$ cat config.mk
export PLATFORM = sky130hd
export DESIGN_NAME = fwp_guard
export DESIGN_NICKNAME = d
export VERILOG_FILES = /design/src/logic/fwp_pkg.sv /design/src/logic/fwp_range_if.sv /design/src/logic/fwp_range_chk.sv /design/src/logic/fwp_guard.sv
export VERILOG_INCLUDE_DIRS = /design/src /design/src/logic
export SDC_FILE = /design/constraint.sdc
export NUM_CORES = 2
export LEC_CHECK = 0
export BUFFER_PORTS_ARGS = -buffer_cell sky130_fd_sc_hd__buf_4
export CAP_MARGIN = 0
export CORE_AREA = 2 2 312 314
export DETAILED_ROUTE_END_ITERATION = 10
export DIE_AREA = 0 0 314 316
export MAX_ROUTING_LAYER = met4
export PLACE_DENSITY = 0.76
export SKIP_LAST_GASP = 1
export SLEW_MARGIN = 20
export SYNTH_ARGS = -nofsm -noshare
export SYNTH_HDL_FRONTEND = slang
export SYNTH_SLANG_ARGS = --single-unit
$ cat constraint.sdc
create_clock -name clk_i -period 9 [get_ports clk_i]
set_input_delay 0.9 -clock clk_i [delete_from_list [all_inputs] [get_ports clk_i]]
set_output_delay 0.9 -clock clk_i [all_outputs]
set_load 0.05 [all_outputs]
$ cat src/logic/fwp_defines.svh
// Constants for the flash array write-protect check
//
// Contract
// - Programming only clears bits; each 256-byte page programs on its own.
// - Erase covers a subsector, a sector or the whole array; erased bits read 1.
// - Array of 32 MB: 512 sectors, 8192 subsectors, 131072 pages from zero.
// - A 64-byte one-time area sits outside the array; array erase never touches it.
// - Modifying commands run only when the clock count is a multiple of eight.
// - A write enable must precede modifying commands; no latch, no execution.
// - While the supply is not yet valid, nothing may be modified.
// - A set sector write-lock bit refuses program and erase on that sector.
// - A set lock-down bit freezes the sector write-lock until reset.
// - Only the lock write command changes locks; ignored when lock-down is set.
// - At power-up every sector starts write-locked.
// - Top/bottom 0: value n of 1..9 guards top 2^(n-1) sectors; 10..15 all.
// - Top/bottom 1: value n of 1..8 guards sectors 0 to 2^(n-1)-1.
// - Top/bottom bit and range guard bits live in the status register.
// - With the write-protect pin low the range guard bits cannot change.
`ifndef FWP_DEFINES_SVH
`define FWP_DEFINES_SVH

`define FWP_ADDR_W 25
`define FWP_SECT_W 9
`define FWP_NUM_SECT 10'h200
`define FWP_SECT_HI 24
`define FWP_SECT_LO 16
`define FWP_SUB_LO 12
`define FWP_SUB_MASK 25'h0000fff
`define FWP_SECT_MASK 25'h000ffff
`define FWP_ADDR_ZERO 25'h0000000
`define FWP_OTP_BYTES 25'h0000040
`define FWP_BYTE_LSB 3'h0
`define FWP_BP_W 4
`define FWP_BP_NONE 4'h0
`define FWP_BP_ONE 4'h1
`define FWP_BP_ALL 4'ha
`define FWP_SPAN_ONE 10'h001
`define FWP_SR_BP_HI 3
`define FWP_SR_BP_LO 0
`define FWP_SR_TB 5
`define FWP_LR_WLOCK 0
`define FWP_LR_LDOWN 1
`define FWP_ERASED 8'hff
`define FWP_BP_RST 4'h0
`define FWP_TB_RST 1'b0
`define FWP_WLOCK_RST 1'b1
`define FWP_LDOWN_RST 1'b0

`endif

$ cat src/logic/fwp_pkg.sv
// Types shared by the write-protect check
package fwp_pkg;

	// Commands as handed over by the serial command decoder
	typedef enum logic [3:0] {
		FWP_OP_NONE,
		FWP_OP_WREN,
		FWP_OP_WRDI,
		FWP_OP_PROG,
		FWP_OP_SSE,
		FWP_OP_SE,
		FWP_OP_CE,
		FWP_OP_OTP,
		FWP_OP_WRSR,
		FWP_OP_WRLR
	} fwp_op_type;

endpackage

$ cat src/logic/fwp_range_if.sv
// Carrier between the guard and its range checker
`timescale 1ns/10ps
`include "fwp_defines.svh"

interface fwp_range_if (
	input wire logic clk,
	input wire logic rst_n
);
	logic tb;
	logic [`FWP_BP_W-1:0] bp;
	logic [`FWP_SECT_W-1:0] sector;
	logic prot;

	modport guard (output tb, output bp, output sector, input prot,
		input clk, input rst_n);
	modport chk (input tb, input bp, input sector, output prot,
		input clk, input rst_n);
endinterface // fwp_range_if

$ cat src/logic/fwp_range_chk.sv
// Block-protect range decode for one sector index
`timescale 1ns/10ps
`include "fwp_defines.svh"

module fwp_range_chk (
	fwp_range_if.chk rif
);
	logic [9:0] span;
	logic [9:0] sect_w;
	logic none_w;
	logic all_w;
	logic top_hit;
	logic bot_hit;

	// Span of 2^(n-1) sectors; only meaningful for n of 1..9
	assign span = `FWP_SPAN_ONE << (rif.bp - `FWP_BP_ONE);
	assign sect_w = {1'b0, rif.sector};
	assign none_w = (rif.bp == `FWP_BP_NONE);
	assign all_w = (rif.bp >= `FWP_BP_ALL);
	assign top_hit = (sect_w >= (`FWP_NUM_SECT - span));
	assign bot_hit = (sect_w < span);
	assign rif.prot = !none_w && (all_w || (rif.tb ? bot_hit : top_hit));

	// Top range at value 1 is the last sector alone
	top_one_a: assert property (@(posedge rif.clk) disable iff (!rif.rst_n)
		(!rif.tb && rif.bp == 4'h1) |-> (rif.prot == (rif.sector == 9'h1ff)))
		else $error("top range of one sector wrong");

	// Bottom range at value 8 covers sectors 0 to 127
	bot_eight_a: assert property (@(posedge rif.clk) disable iff (!rif.rst_n)
		(rif.tb && rif.bp == 4'h8) |-> (rif.prot == (rif.sector < 9'h080)))
		else $error("bottom range of 128 sectors wrong");

	// Large values guard everything, zero guards nothing
	all_none_a: assert property (@(posedge rif.clk) disable iff (!rif.rst_n)
		(rif.bp >= 4'ha) || (rif.bp == 4'h0) |->
		(rif.prot == (rif.bp != 4'h0)))
		else $error("full or empty range decode wrong");
endmodule // fwp_range_chk

$ cat src/logic/fwp_guard.sv
// Write-protect check between command decoder and program/erase engine
`timescale 1ns/10ps
`include "fwp_defines.svh"

module fwp_guard #(
	parameter int unsigned SECTORS = `FWP_NUM_SECT,
	parameter int unsigned CNT_W = 16
) (
	input wire logic clk_i,
	input wire logic rst_n_i,
	input wire logic supply_ok_i,
	input wire logic wp_n_i,
	input wire logic cmd_valid_i,
	input wire fwp_pkg::fwp_op_type cmd_op_i,
	input wire logic [`FWP_ADDR_W-1:0] cmd_addr_i,
	input wire logic [CNT_W-1:0] cmd_bits_i,
	input wire logic [7:0] cmd_data_i,
	input wire logic [7:0] old_byte_i,
	output logic grant_o,
	output logic refuse_o,
	output fwp_pkg::fwp_op_type grant_op_o,
	output logic [`FWP_ADDR_W-1:0] grant_addr_o,
	output logic [7:0] new_byte_o,
	output logic wel_o,
	output logic top_bottom_o,
	output logic [`FWP_BP_W-1:0] range_guard_bits_o,
	output logic [1:0] lock_state_o
);

	// The lock array is sized to the fixed sector map
	if (SECTORS != `FWP_NUM_SECT) begin : g_sect_chk
		$error("SECTORS must match the array sector count");
	end
	if (CNT_W < 3) begin : g_cnt_chk
		$error("CNT_W too narrow to hold a byte count");
	end

	// Commands that touch the main array
	function automatic logic is_array(input fwp_pkg::fwp_op_type op);
		is_array = (op == fwp_pkg::FWP_OP_PROG) ||
			(op == fwp_pkg::FWP_OP_SSE) ||
			(op == fwp_pkg::FWP_OP_SE) ||
			(op == fwp_pkg::FWP_OP_CE);
	endfunction

	// Commands that change array, one-time area or registers
	function automatic logic is_modify(input fwp_pkg::fwp_op_type op);
		is_modify = is_array(op) ||
			(op == fwp_pkg::FWP_OP_OTP) ||
			(op == fwp_pkg::FWP_OP_WRSR) ||
			(op == fwp_pkg::FWP_OP_WRLR);
	endfunction

	// Erase commands, which fill with ones
	function automatic logic is_erase(input fwp_pkg::fwp_op_type op);
		is_erase = (op == fwp_pkg::FWP_OP_SSE) ||
			(op == fwp_pkg::FWP_OP_SE) ||
			(op == fwp_pkg::FWP_OP_CE);
	endfunction

	logic supply_meta_q;
	logic supply_ok_q;
	logic wp_meta_q;
	logic wp_n_q;
	logic wel_q;
	logic tb_q;
	logic [`FWP_BP_W-1:0] bp_q;
	logic [SECTORS-1:0] wlock_q;
	logic [SECTORS-1:0] ldown_q;
	logic grant_q;
	logic refuse_q;
	fwp_pkg::fwp_op_type op_q;
	logic [`FWP_ADDR_W-1:0] addr_q;
	logic [`FWP_ADDR_W-1:0] addr_d;
	logic [7:0] byte_q;
	logic [7:0] byte_d;
	logic [1:0] lock_q;

	// Pin and supply-valid inputs come from outside the clock domain
	always_ff @(posedge clk_i or negedge rst_n_i) begin
		if (!rst_n_i) begin
			supply_meta_q <= 1'b0;
			supply_ok_q <= 1'b0;
			wp_meta_q <= 1'b0;
			wp_n_q <= 1'b0;
		end else begin
			supply_meta_q <= supply_ok_i;
			supply_ok_q <= supply_meta_q;
			wp_meta_q <= wp_n_i;
			wp_n_q <= wp_meta_q;
		end
	end

	// Address decode into sector and subsector indices
	wire [`FWP_SECT_W-1:0] sector_w = cmd_addr_i[`FWP_SECT_HI:`FWP_SECT_LO];
	wire [`FWP_SECT_HI-`FWP_SUB_LO:0] subsect_w =
		cmd_addr_i[`FWP_SECT_HI:`FWP_SUB_LO];
	wire [`FWP_ADDR_W-1:0] ss_base_w = {subsect_w, 12'h000};
	wire [`FWP_ADDR_W-1:0] se_base_w = cmd_addr_i & ~`FWP_SECT_MASK;

	// Range checker sees the live status bits and the addressed sector
	fwp_range_if rif (
		.clk(clk_i),
		.rst_n(rst_n_i)
	);
	assign rif.tb = tb_q;
	assign rif.bp = bp_q;
	assign rif.sector = sector_w;

	fwp_range_chk u_range (
		.rif(rif)
	);

	// Command classification
	wire op_array = is_array(cmd_op_i);
	wire op_modify = is_modify(cmd_op_i);
	wire op_erase = is_erase(cmd_op_i);
	wire op_ce = (cmd_op_i == fwp_pkg::FWP_OP_CE);
	wire op_wren = (cmd_op_i == fwp_pkg::FWP_OP_WREN);
	wire op_wrdi = (cmd_op_i == fwp_pkg::FWP_OP_WRDI);
	wire op_wrsr = (cmd_op_i == fwp_pkg::FWP_OP_WRSR);
	wire op_wrlr = (cmd_op_i == fwp_pkg::FWP_OP_WRLR);
	wire op_otp = (cmd_op_i == fwp_pkg::FWP_OP_OTP);

	// Guard terms; a partial byte means the frame was cut short
	wire frame_ok = (cmd_bits_i[2:0] == `FWP_BYTE_LSB);
	wire lock_hit = wlock_q[sector_w];
	wire ldown_hit = ldown_q[sector_w];
	wire any_guard = (|wlock_q) || (bp_q != `FWP_BP_NONE);
	wire prot_hit = op_ce ? any_guard : (lock_hit || rif.prot);
	wire otp_ok = (cmd_addr_i < `FWP_OTP_BYTES);

	// Any failing guard stops a modifying command
	wire blocked = !supply_ok_q ||
		!frame_ok ||
		!wel_q ||
		(op_array && prot_hit) ||
		(op_otp && !otp_ok) ||
		(op_wrlr && ldown_hit);
	wire latch_ok = (op_wren || op_wrdi) && supply_ok_q;
	wire grant_d = cmd_valid_i && (op_modify ? !blocked : latch_ok);
	wire refuse_d = cmd_valid_i && op_modify && blocked;
	wire grant_mod = grant_d && op_modify;

	// Status write honours the pin for the range bits and the top/bottom bit alike
	wire sr_wr = grant_d && op_wrsr;
	wire bp_wr = sr_wr && wp_n_q;
	wire lr_wr = grant_d && op_wrlr;

	// Erase addresses snap to their unit, chip erase to zero
	always_comb begin
		case (cmd_op_i)
			fwp_pkg::FWP_OP_SSE: addr_d = ss_base_w;
			fwp_pkg::FWP_OP_SE: addr_d = se_base_w;
			fwp_pkg::FWP_OP_CE: addr_d = `FWP_ADDR_ZERO;
			default: addr_d = cmd_addr_i;
		endcase
	end

	// Program can only pull ones low; erase drives all ones
	assign byte_d = op_erase ? `FWP_ERASED : (old_byte_i & cmd_data_i);

	// Write enable latch, dropped after any executed modification
	always_ff @(posedge clk_i or negedge rst_n_i) begin
		if (!rst_n_i) begin
			wel_q <= 1'b0;
		end else if (grant_d && op_wren) begin
			wel_q <= 1'b1;
		end else if ((grant_d && op_wrdi) || grant_mod) begin
			wel_q <= 1'b0;
		end
	end

	// Status register range bits; nonvolatile image starts at reset value
	always_ff @(posedge clk_i or negedge rst_n_i) begin
		if (!rst_n_i) begin
			bp_q <= `FWP_BP_RST;
			tb_q <= `FWP_TB_RST;
		end else if (bp_wr) begin
			bp_q <= cmd_data_i[`FWP_SR_BP_HI:`FWP_SR_BP_LO];
			tb_q <= cmd_data_i[`FWP_SR_TB];
		end
	end

	// One write-lock and one lock-down bit per sector
	for (genvar i = 0; i < SECTORS; i++) begin : g_lock
		wire hit_w = lr_wr && (sector_w == `FWP_SECT_W'(i));
		always_ff @(posedge clk_i or negedge rst_n_i) begin
			if (!rst_n_i) begin
				wlock_q[i] <= `FWP_WLOCK_RST;
				ldown_q[i] <= `FWP_LDOWN_RST;
			end else if (hit_w) begin
				wlock_q[i] <= cmd_data_i[`FWP_LR_WLOCK];
				// Lock-down only sets; reset is the sole way out
				ldown_q[i] <= ldown_q[i] | cmd_data_i[`FWP_LR_LDOWN];
			end
		end
	end

	// Verdict and hand-off to the engine, one cycle after the request
	always_ff @(posedge clk_i or negedge rst_n_i) begin
		if (!rst_n_i) begin
			grant_q <= 1'b0;
			refuse_q <= 1'b0;
			op_q <= fwp_pkg::FWP_OP_NONE;
			addr_q <= `FWP_ADDR_ZERO;
			byte_q <= `FWP_ERASED;
		end else begin
			grant_q <= grant_d;
			refuse_q <= refuse_d;
			op_q <= grant_d ? cmd_op_i : fwp_pkg::FWP_OP_NONE;
			addr_q <= grant_d ? addr_d : addr_q;
			byte_q <= grant_d ? byte_d : byte_q;
		end
	end

	// Lock state of the addressed sector, for lock register reads
	always_ff @(posedge clk_i or negedge rst_n_i) begin
		if (!rst_n_i) begin
			lock_q <= {`FWP_LDOWN_RST, `FWP_WLOCK_RST};
		end else begin
			lock_q <= {ldown_hit, lock_hit};
		end
	end

	assign grant_o = grant_q;
	assign refuse_o = refuse_q;
	assign grant_op_o = op_q;
	assign grant_addr_o = addr_q;
	assign new_byte_o = byte_q;
	assign wel_o = wel_q;
	assign top_bottom_o = tb_q;
	assign range_guard_bits_o = bp_q;
	assign lock_state_o = lock_q;

	// A cut byte never executes a modification
	frame_cut_a: assert property (@(posedge clk_i) disable iff (!rst_n_i)
		cmd_valid_i && is_modify(cmd_op_i) && (cmd_bits_i[2:0] != 3'h0)
		|=> !grant_o && refuse_o)
		else $error("modify with partial byte executed");

	// No latch, no modification; the refused command leaves it clear
	wel_need_a: assert property (@(posedge clk_i) disable iff (!rst_n_i)
		cmd_valid_i && is_modify(cmd_op_i) && !wel_q |=> !grant_o && !wel_q)
		else $error("modify granted without write enable");

	// Nothing is granted before the supply is valid
	supply_hold_a: assert property (@(posedge clk_i) disable iff (!rst_n_i)
		!supply_ok_q && cmd_valid_i |=> !grant_o)
		else $error("command granted with supply invalid");

	// Locked sector refuses program and erase
	sect_lock_a: assert property (@(posedge clk_i) disable iff (!rst_n_i)
		cmd_valid_i && is_array(cmd_op_i) && wlock_q[sector_w]
		|=> refuse_o && (grant_op_o == fwp_pkg::FWP_OP_NONE))
		else $error("program or erase on locked sector");

	// Lock-down freezes the sector's write-lock
	lock_down_a: assert property (@(posedge clk_i) disable iff (!rst_n_i)
		cmd_valid_i && (cmd_op_i == fwp_pkg::FWP_OP_WRLR) && ldown_q[sector_w]
		|=> $stable(wlock_q) && refuse_o)
		else $error("locked-down sector lock changed");

	// Range guard refuses a touching program or erase
	range_guard_a: assert property (@(posedge clk_i) disable iff (!rst_n_i)
		cmd_valid_i && is_array(cmd_op_i) && rif.prot |=> !grant_o)
		else $error("program or erase inside guarded range");

	// Pin low keeps the range bits through a status write
	pin_lock_a: assert property (@(posedge clk_i) disable iff (!rst_n_i)
		!wp_n_q && cmd_valid_i && (cmd_op_i == fwp_pkg::FWP_OP_WRSR)
		|=> $stable(range_guard_bits_o) && $stable(top_bottom_o))
		else $error("range bits changed with pin low");

	// Erase data is all ones, program only clears bits
	fill_data_a: assert property (@(posedge clk_i) disable iff (!rst_n_i)
		grant_d && is_erase(cmd_op_i) |=> new_byte_o == 8'hff)
		else $error("erase did not fill with ones");

	prog_clear_a: assert property (@(posedge clk_i) disable iff (!rst_n_i)
		grant_d && (cmd_op_i == fwp_pkg::FWP_OP_PROG)
		|=> (new_byte_o & ~$past(old_byte_i)) == 8'h00)
		else $error("program raised a bit");

endmodule // fwp_guard

# [Yosys cells after proc, flatten, opt, wreduce, memory -nomap -nowiden]
# Cells that the tools add are included.
[word_totals] romBits=0 wordCells=2646 mem_bits_rw=0 register_bits=1075 mem_count=0 latch_bits=0
[op_classes] mul=0 n_eq_ne=520 n_reduce_logical=556 bitwise=513 n_mux=12 addsub=2 div_mod_pow=0 shift=1 order_cmp=5
[ops] op="equality test 9 bit, second input constant" n=256
[ops] op="equality test 9 x 8 -> 1 bit, second input constant" n=128
[ops] op="equality test 9 x 7 -> 1 bit, second input constant" n=64
[ops] op="logical AND 1 bit" n=526
[ops] op="OR 1 bit" n=512
[ops] op="OR reduction 512 bit" n=1
[ops] op="equality test 9 x 6 -> 1 bit, second input constant" n=32
[ops] op="equality test 9 x 5 -> 1 bit, second input constant" n=16
[ops] op="case mux 25 bit (3 select lines)" n=1
[ops] op="equality test 9 x 4 -> 1 bit, second input constant" n=8
[ops] op="equality test 9 x 3 -> 1 bit, second input constant" n=4
[ops] op="less-than comparator 25 x 7 -> 1 bit, second input constant" n=1
[ops] op="binary-select mux 1 bit (select 9 bit)" n=2
[ops] op="equality test 9 x 2 -> 1 bit, second input constant" n=2
[ops] op="logical OR 1 bit" n=18
[ops] op="equality test 4 x 3 -> 1 bit, second input constant" n=4
[ops] op="greater-or-equal comparator 9 x 10 -> 1 bit" n=1
[ops] op="less-than comparator 9 x 10 -> 1 bit" n=1
[ops] op="less-than comparator 9 x 10 -> 1 bit, second input constant" n=1
[ops] op="<< shifter 1 x 4 -> 10 bit, first input constant" n=1
[ops] op="subtractor 10 bit, first input constant" n=1
[ops] op="equality test 9 x 1 -> 1 bit, second input constant" n=1
[ops] op="logical NOT 9 bit" n=1
[ops] op="AND 8 bit" n=1
[ops] op="other kinds (13)" n=26

# [Logic depth before layout (Yosys ltp)]
[depth] ltp_word=20 ltp_mapped=19 ltp_nobuf=14

# [Hierarchy]
# Synthesis repeated with hierarchy kept, for this count alone.
[hier_totals] cells_unflattened=4507 area_unflattened_um2=56392.8
[by_module_without_submodules] mod="fwp_guard" area_each_um2=55734.7 cells_per_inst=4422 seq_area_each_um2=27552.7 n_inst=1
[by_module_without_submodules] mod="fwp_range_chk" area_each_um2=658.1 cells_per_inst=85 seq_area_each_um2=0.0 n_inst=1

# [Least setup slack after synthesis]
# OpenSTA, ideal clock, no wires.
[synth_path] path_type="input to register" start="in cmd_addr_i[16]" end="reg wlock_q[36]" path_buffers=6 t_arrival_ps=4038 path_slack_ps=4878 stages=15 path_cell_list="buf_4 -> buf_6 -> buf_2 -> mux4_2 -> a22oi_1 -> a21oi_1 -> nor4_1 -> o22ai_1 -> nor3_4 -> a21oi_4 -> buf_12 -> buf_6 -> buf_4 -> nor4_2 -> mux2_1"
[synth_between] elab_chain_len=15
[synth_lines] item="start: declaration" line_no="fwp_guard.sv:15" source="input wire logic [`FWP_ADDR_W-1:0] cmd_addr_i,"
[synth_lines] item="branches (longest 14 deep; another with binary-select mux 1 bit (select 9 bit))"
[synth_lines] item="logical AND 1 bit *" line_no="fwp_guard.sv:187" source="wire hit_w = lr_wr && (sector_w == `FWP_SECT_W'(i));"
[synth_lines] item="end signal: indexed assignment" line_no="fwp_guard.sv:190" source="wlock_q[i] <= `FWP_WLOCK_RST;"
[synth_lines] item="end signal: indexed assignment" line_no="fwp_guard.sv:193" source="wlock_q[i] <= cmd_data_i[`FWP_LR_WLOCK];"
[synth_lines] item="end: declaration" line_no="fwp_guard.sv:68" source="logic [SECTORS-1:0] wlock_q;"
# Mark *: on every way between the ends. The select of a mux whose other input is x is not followed.
# A chain may end at the register's enable or synchronous reset.

# [Worst setup path after layout]
[layout_path] start="in cmd_addr_i[16]" end="reg wlock_q[450]"
# The elaborated chain is that of the path after synthesis.

==> impl_metrics.ini <==
[outcome]
outcome = complete, no violations

[layout]
final_net_count = 4630
n_fill_cell = 6980
multi_input_area_um2 = 27100
final_layout_size_suffix_gt1_share_pct = 31.7
final-seq-area_um2 = 27600
area.growth.synth_to_final_pct = 8.44

[timing]
fmax_ghz = 0.167
timing.final.ws_setup_ps = 3010
final-max-slew-violation-count = 0
final_hold_viol_count = 0
final_period_minus_worst_setup_slack_ps = 5990
tightestPinTransition_ps = 1240
rsz0062_at_grt = no
hold_ws_ps = 254
setup_viol_count_final = 0
final.setup_skew_ps = 30.7
setup_tns_after_final_layout_ps = 0
maxSlewHeadroom_pct = 16.3
final.period_utilization_pct = 66.6

[cts]
cts_tree = done
clkLatencyLatePin_ps = 710
cts_made_buffers = 110
clock_path_buffers = 3
post_cts.repair.setup_buffers = 0
cts_max_level = 3
holdBufCountCts = 0
post_cts.resized_instances = 0
root_buffer = sky130_fd_sc_hd__clkbuf_16
clkTransAtPathRegs_ps = 60
cts.sinks = 1075

[pwr]
share_of_total_power_consumed_by_net_switching_pct = 25.5
p_switching_w = 0.00281
peakVddDrop_mv = 0.143
totalPowerFinal_w = 0.0110
share_clk_of_total_power_pct = 46.4
share_seq_of_total_power_pct = 44.8
proportion_of_power_drawn_by_combinational_gates_pct = 8.8
internal-power_w = 0.00819
power-per-cell-area_nw_per_um2 = 177
power.leakage_nw = 28.0

[synthesis]
avgSynthCellArea_um2 = 12.0
asyncSetResetFlopFracSynth_pct = 100
flop_and_latch_count_out_of_synthesis = 1075
synth-main-ff-cell = sky130_fd_sc_hd__dfrtp_1
synth_top_area_cell = sky130_fd_sc_hd__dfrtp_1
syn-cell-area_um2 = 57200
yosys.cell_types.count = 74
netlist_instances = 4768
syn_warnings = 0
postSynthNetCount = 4852
netlist_top_cells_area = sky130_fd_sc_hd__dfrtp_1, sky130_fd_sc_hd__dfstp_2, sky130_fd_sc_hd__mux2_1
synth_enable_flop_cells = 0
synth-seq-area-share_pct = 48.1
synth_top_cell_area_share_pct = 24.2

[die]
core_area_um2 = 96000
count_of_standard_cell_rows = 114
die_w_um = 314
dieArea_um2 = 99200
floorplan.initialDensity_pct = 59.6
floorplan.io_pins = 113
dieHeight_um = 316

[run]
drv.max_cap_violation_count = 0

[setup_path]
worst_setup_path_end_kind = register
worst_setup_path_start_kind = input port
path_max_fanout = 58
critical_path_required_ps = 9620
crit_arrival_ps = 6620
critical_path_class = input port to register

[grt]
groute.usage.overall_pct = 35.7
antenna_found_initial = 3
number_of_global_route_vias_before_repair = 41800
grt_start_max_net_pins = 246
grt.overflow.total = 0
grt_pass1_wl_um = 264000

[min_path]
min-delay-path-class = input port to asynchronous set/reset pin

[drt]
detailed_routing_iteration_count_for_the_pre_antenna_repair_pass = 5
dr.first_iter.drc_count = 5448
vias_per_std_cell = 7.16
route.antenna.remaining_nets = 0
drt_drc_violations_left = 0
dr_total_vias = 42400
postRouteWirelength_um = 172000
routed_wire_length_per_instance_um = 29.0

[placed_design]
port_buffers = 99
gp_congestion = 0.918
hpwl_um = 101000
pre_cts_slack_ps = 2490
==> metal layers <==
| metal | part of all wire (%) | track usage [%] | vias to the layer above |
|---|---|---|---|
| li1 | - | - | 17600 |
| met5 | 0 | - | - |
| met2 | 45 | 52.1 | 2416 |
| met4 | 5.2 | 16.0 | 0 |
| met3 | 11 | 8.34 | 512 |
| met1 | 39 | 47.8 | 21900 |
==> cells by family after synthesis <==
family                     share of synthesized area [%]
adders and majority gates                          0.411
muxes                                               20.8
buffers and inverters                               4.88
and+or+nand+nor                                     15.8
xor gates and xnor gates                          0.0459
AOI/OAI and AO/OA                                   9.90
DFF                                                 48.1
==> state kept, by name, summed over array words and instances, names as in the netlist <==
register / flops
supply_ok_q: 1
supply_meta_q: 1
grant_op_o: 4
ldown_q: 512
top_bottom_o: 1
wp_n_q: 1
new_byte_o: 8
refuse_o: 1
range_guard_bits_o: 4
wel_o: 1
wp_meta_q: 1
grant_addr_o: 25
grant_o: 1
lock_state_o: 2
wlock_q: 512
==> cell usage in the layout, fill, tap and decap left out, types with 19 or more instances in the layout <==
| cell | instances |
|---|---|
| sky130_fd_sc_hd__dfrtp_1 | 554 |
| sky130_fd_sc_hd__dfstp_2 | 521 |
| sky130_fd_sc_hd__mux2_1 | 421 |
| sky130_fd_sc_hd__nand2_1 | 397 |
| sky130_fd_sc_hd__nor4_1 | 382 |
| sky130_fd_sc_hd__a21o_1 | 372 |
| sky130_fd_sc_hd__mux4_2 | 196 |
| sky130_fd_sc_hd__buf_4 | 178 |
| sky130_fd_sc_hd__nand3_1 | 164 |
| sky130_fd_sc_hd__nor4_2 | 154 |
| sky130_fd_sc_hd__o21bai_1 | 144 |
| sky130_fd_sc_hd__mux2i_1 | 130 |
| sky130_fd_sc_hd__mux2_2 | 128 |
| sky130_fd_sc_hd__nor3_1 | 115 |
| sky130_fd_sc_hd__clkbuf_16 | 111 |
| sky130_fd_sc_hd__a22oi_1 | 95 |
| sky130_fd_sc_hd__a21oi_1 | 42 |
| sky130_fd_sc_hd__nand4_1 | 40 |
| sky130_fd_sc_hd__nor2_1 | 35 |
| sky130_fd_sc_hd__inv_1 | 33 |
| sky130_fd_sc_hd__clkbuf_8 | 27 |
| sky130_fd_sc_hd__and2_1 | 23 |
| sky130_fd_sc_hd__nor3_2 | 23 |
| sky130_fd_sc_hd__bufinv_16 | 20 |
| sky130_fd_sc_hd__nor2b_1 | 19 |
| sky130_fd_sc_hd__o21ai_0 | 19 |
| sky130_fd_sc_hd__clkinv_2 | 19 |
==> path summary, 6_finish.rpt <==
| kind | cells after the start | endpoint | start | slack (ps) |
|---|---|---|---|---|
| max in group asynchronous | 3 | wlock_q[89] | rst_n_i | 6420 |
| worst max-delay path | 12 | wlock_q[450] | cmd_addr_i[16] | 3010 |
| min in group clk_i | 1 | wp_meta_q | wp_n_i | 300 |
| worst min register to register | 0 | wp_n_q | wp_meta_q | 350 |
| worst min-delay path | 1 | ldown_q[248] | rst_n_i | 250 |
| worst max register to register | 9 | ldown_q[149] | wlock_q[45] | 3970 |
==> power groups by stage <==
stage	clock network (W)	logic [W]	registers (W)
2_1_floorplan	0	0.000427	0.00518
4_1_cts	0.00513	0.000962	0.00493
3_5_place_dp	0	0.000961	0.00501
5_1_grt	0.00534	0.00102	0.00493
3_3_place_gp	0	0.000955	0.00500
6_report	0.00510	0.000973	0.00493
==> Yosys cell counts, types with 33 or more instances <==
master,number
sky130_fd_sc_hd__a21o_1,372
sky130_fd_sc_hd__a21oi_1,42
sky130_fd_sc_hd__a22oi_1,95
sky130_fd_sc_hd__buf_2,95
sky130_fd_sc_hd__buf_4,41
sky130_fd_sc_hd__buf_6,44
sky130_fd_sc_hd__clkbuf_1,312
sky130_fd_sc_hd__dfrtp_1,554
sky130_fd_sc_hd__dfstp_2,521
sky130_fd_sc_hd__inv_1,33
sky130_fd_sc_hd__mux2_1,421
sky130_fd_sc_hd__mux2_2,128
sky130_fd_sc_hd__mux2i_1,130
sky130_fd_sc_hd__mux4_2,196
sky130_fd_sc_hd__nand2_1,398
sky130_fd_sc_hd__nand3_1,164
sky130_fd_sc_hd__nand4_1,40
sky130_fd_sc_hd__nor2_1,54
sky130_fd_sc_hd__nor3_1,123
sky130_fd_sc_hd__nor4_1,383
sky130_fd_sc_hd__nor4_2,154
sky130_fd_sc_hd__o21bai_1,144
==> layout make-up <==
cell class | instances | share of cell area (%)
diodes | 3 | 0.0121
flip-flops and latches | 1075 | 44.4
multi-input cells | 3130 | 43.6
inverters | 35 | 0.212
repair buffers | 194 | 2.64
clock buffers | 153 | 5.17
well taps | 1276 | 2.57
clock inverters | 55 | 1.38
==> through the flow <==
step / cells / instance area [um2] / utilization (%)
finish: 5921 / 62100 / 64.6
global route: 5920 / 62100 / 64.6
CTS: 5918 / 62000 / 64.6
detailed placement: 5710 / 58000 / 60.4
global placement: 5710 / 58000 / 60.4
floorplan: 4768 / 57200 / -
==> worst max-delay path, stage by stage <==
cell                       delay (ps)
sky130_fd_sc_hd__buf_8            460
sky130_fd_sc_hd__clkinv_1         800
sky130_fd_sc_hd__nand2_1          670
sky130_fd_sc_hd__o22ai_1          140
sky130_fd_sc_hd__a221oi_1         280
sky130_fd_sc_hd__a221oi_1         160
sky130_fd_sc_hd__or4_4            670
sky130_fd_sc_hd__a21oi_4          670
sky130_fd_sc_hd__buf_4            670
sky130_fd_sc_hd__buf_4            600
sky130_fd_sc_hd__nor4_1           160
sky130_fd_sc_hd__mux2_1           370
Power figures use the tool's default switching activity.
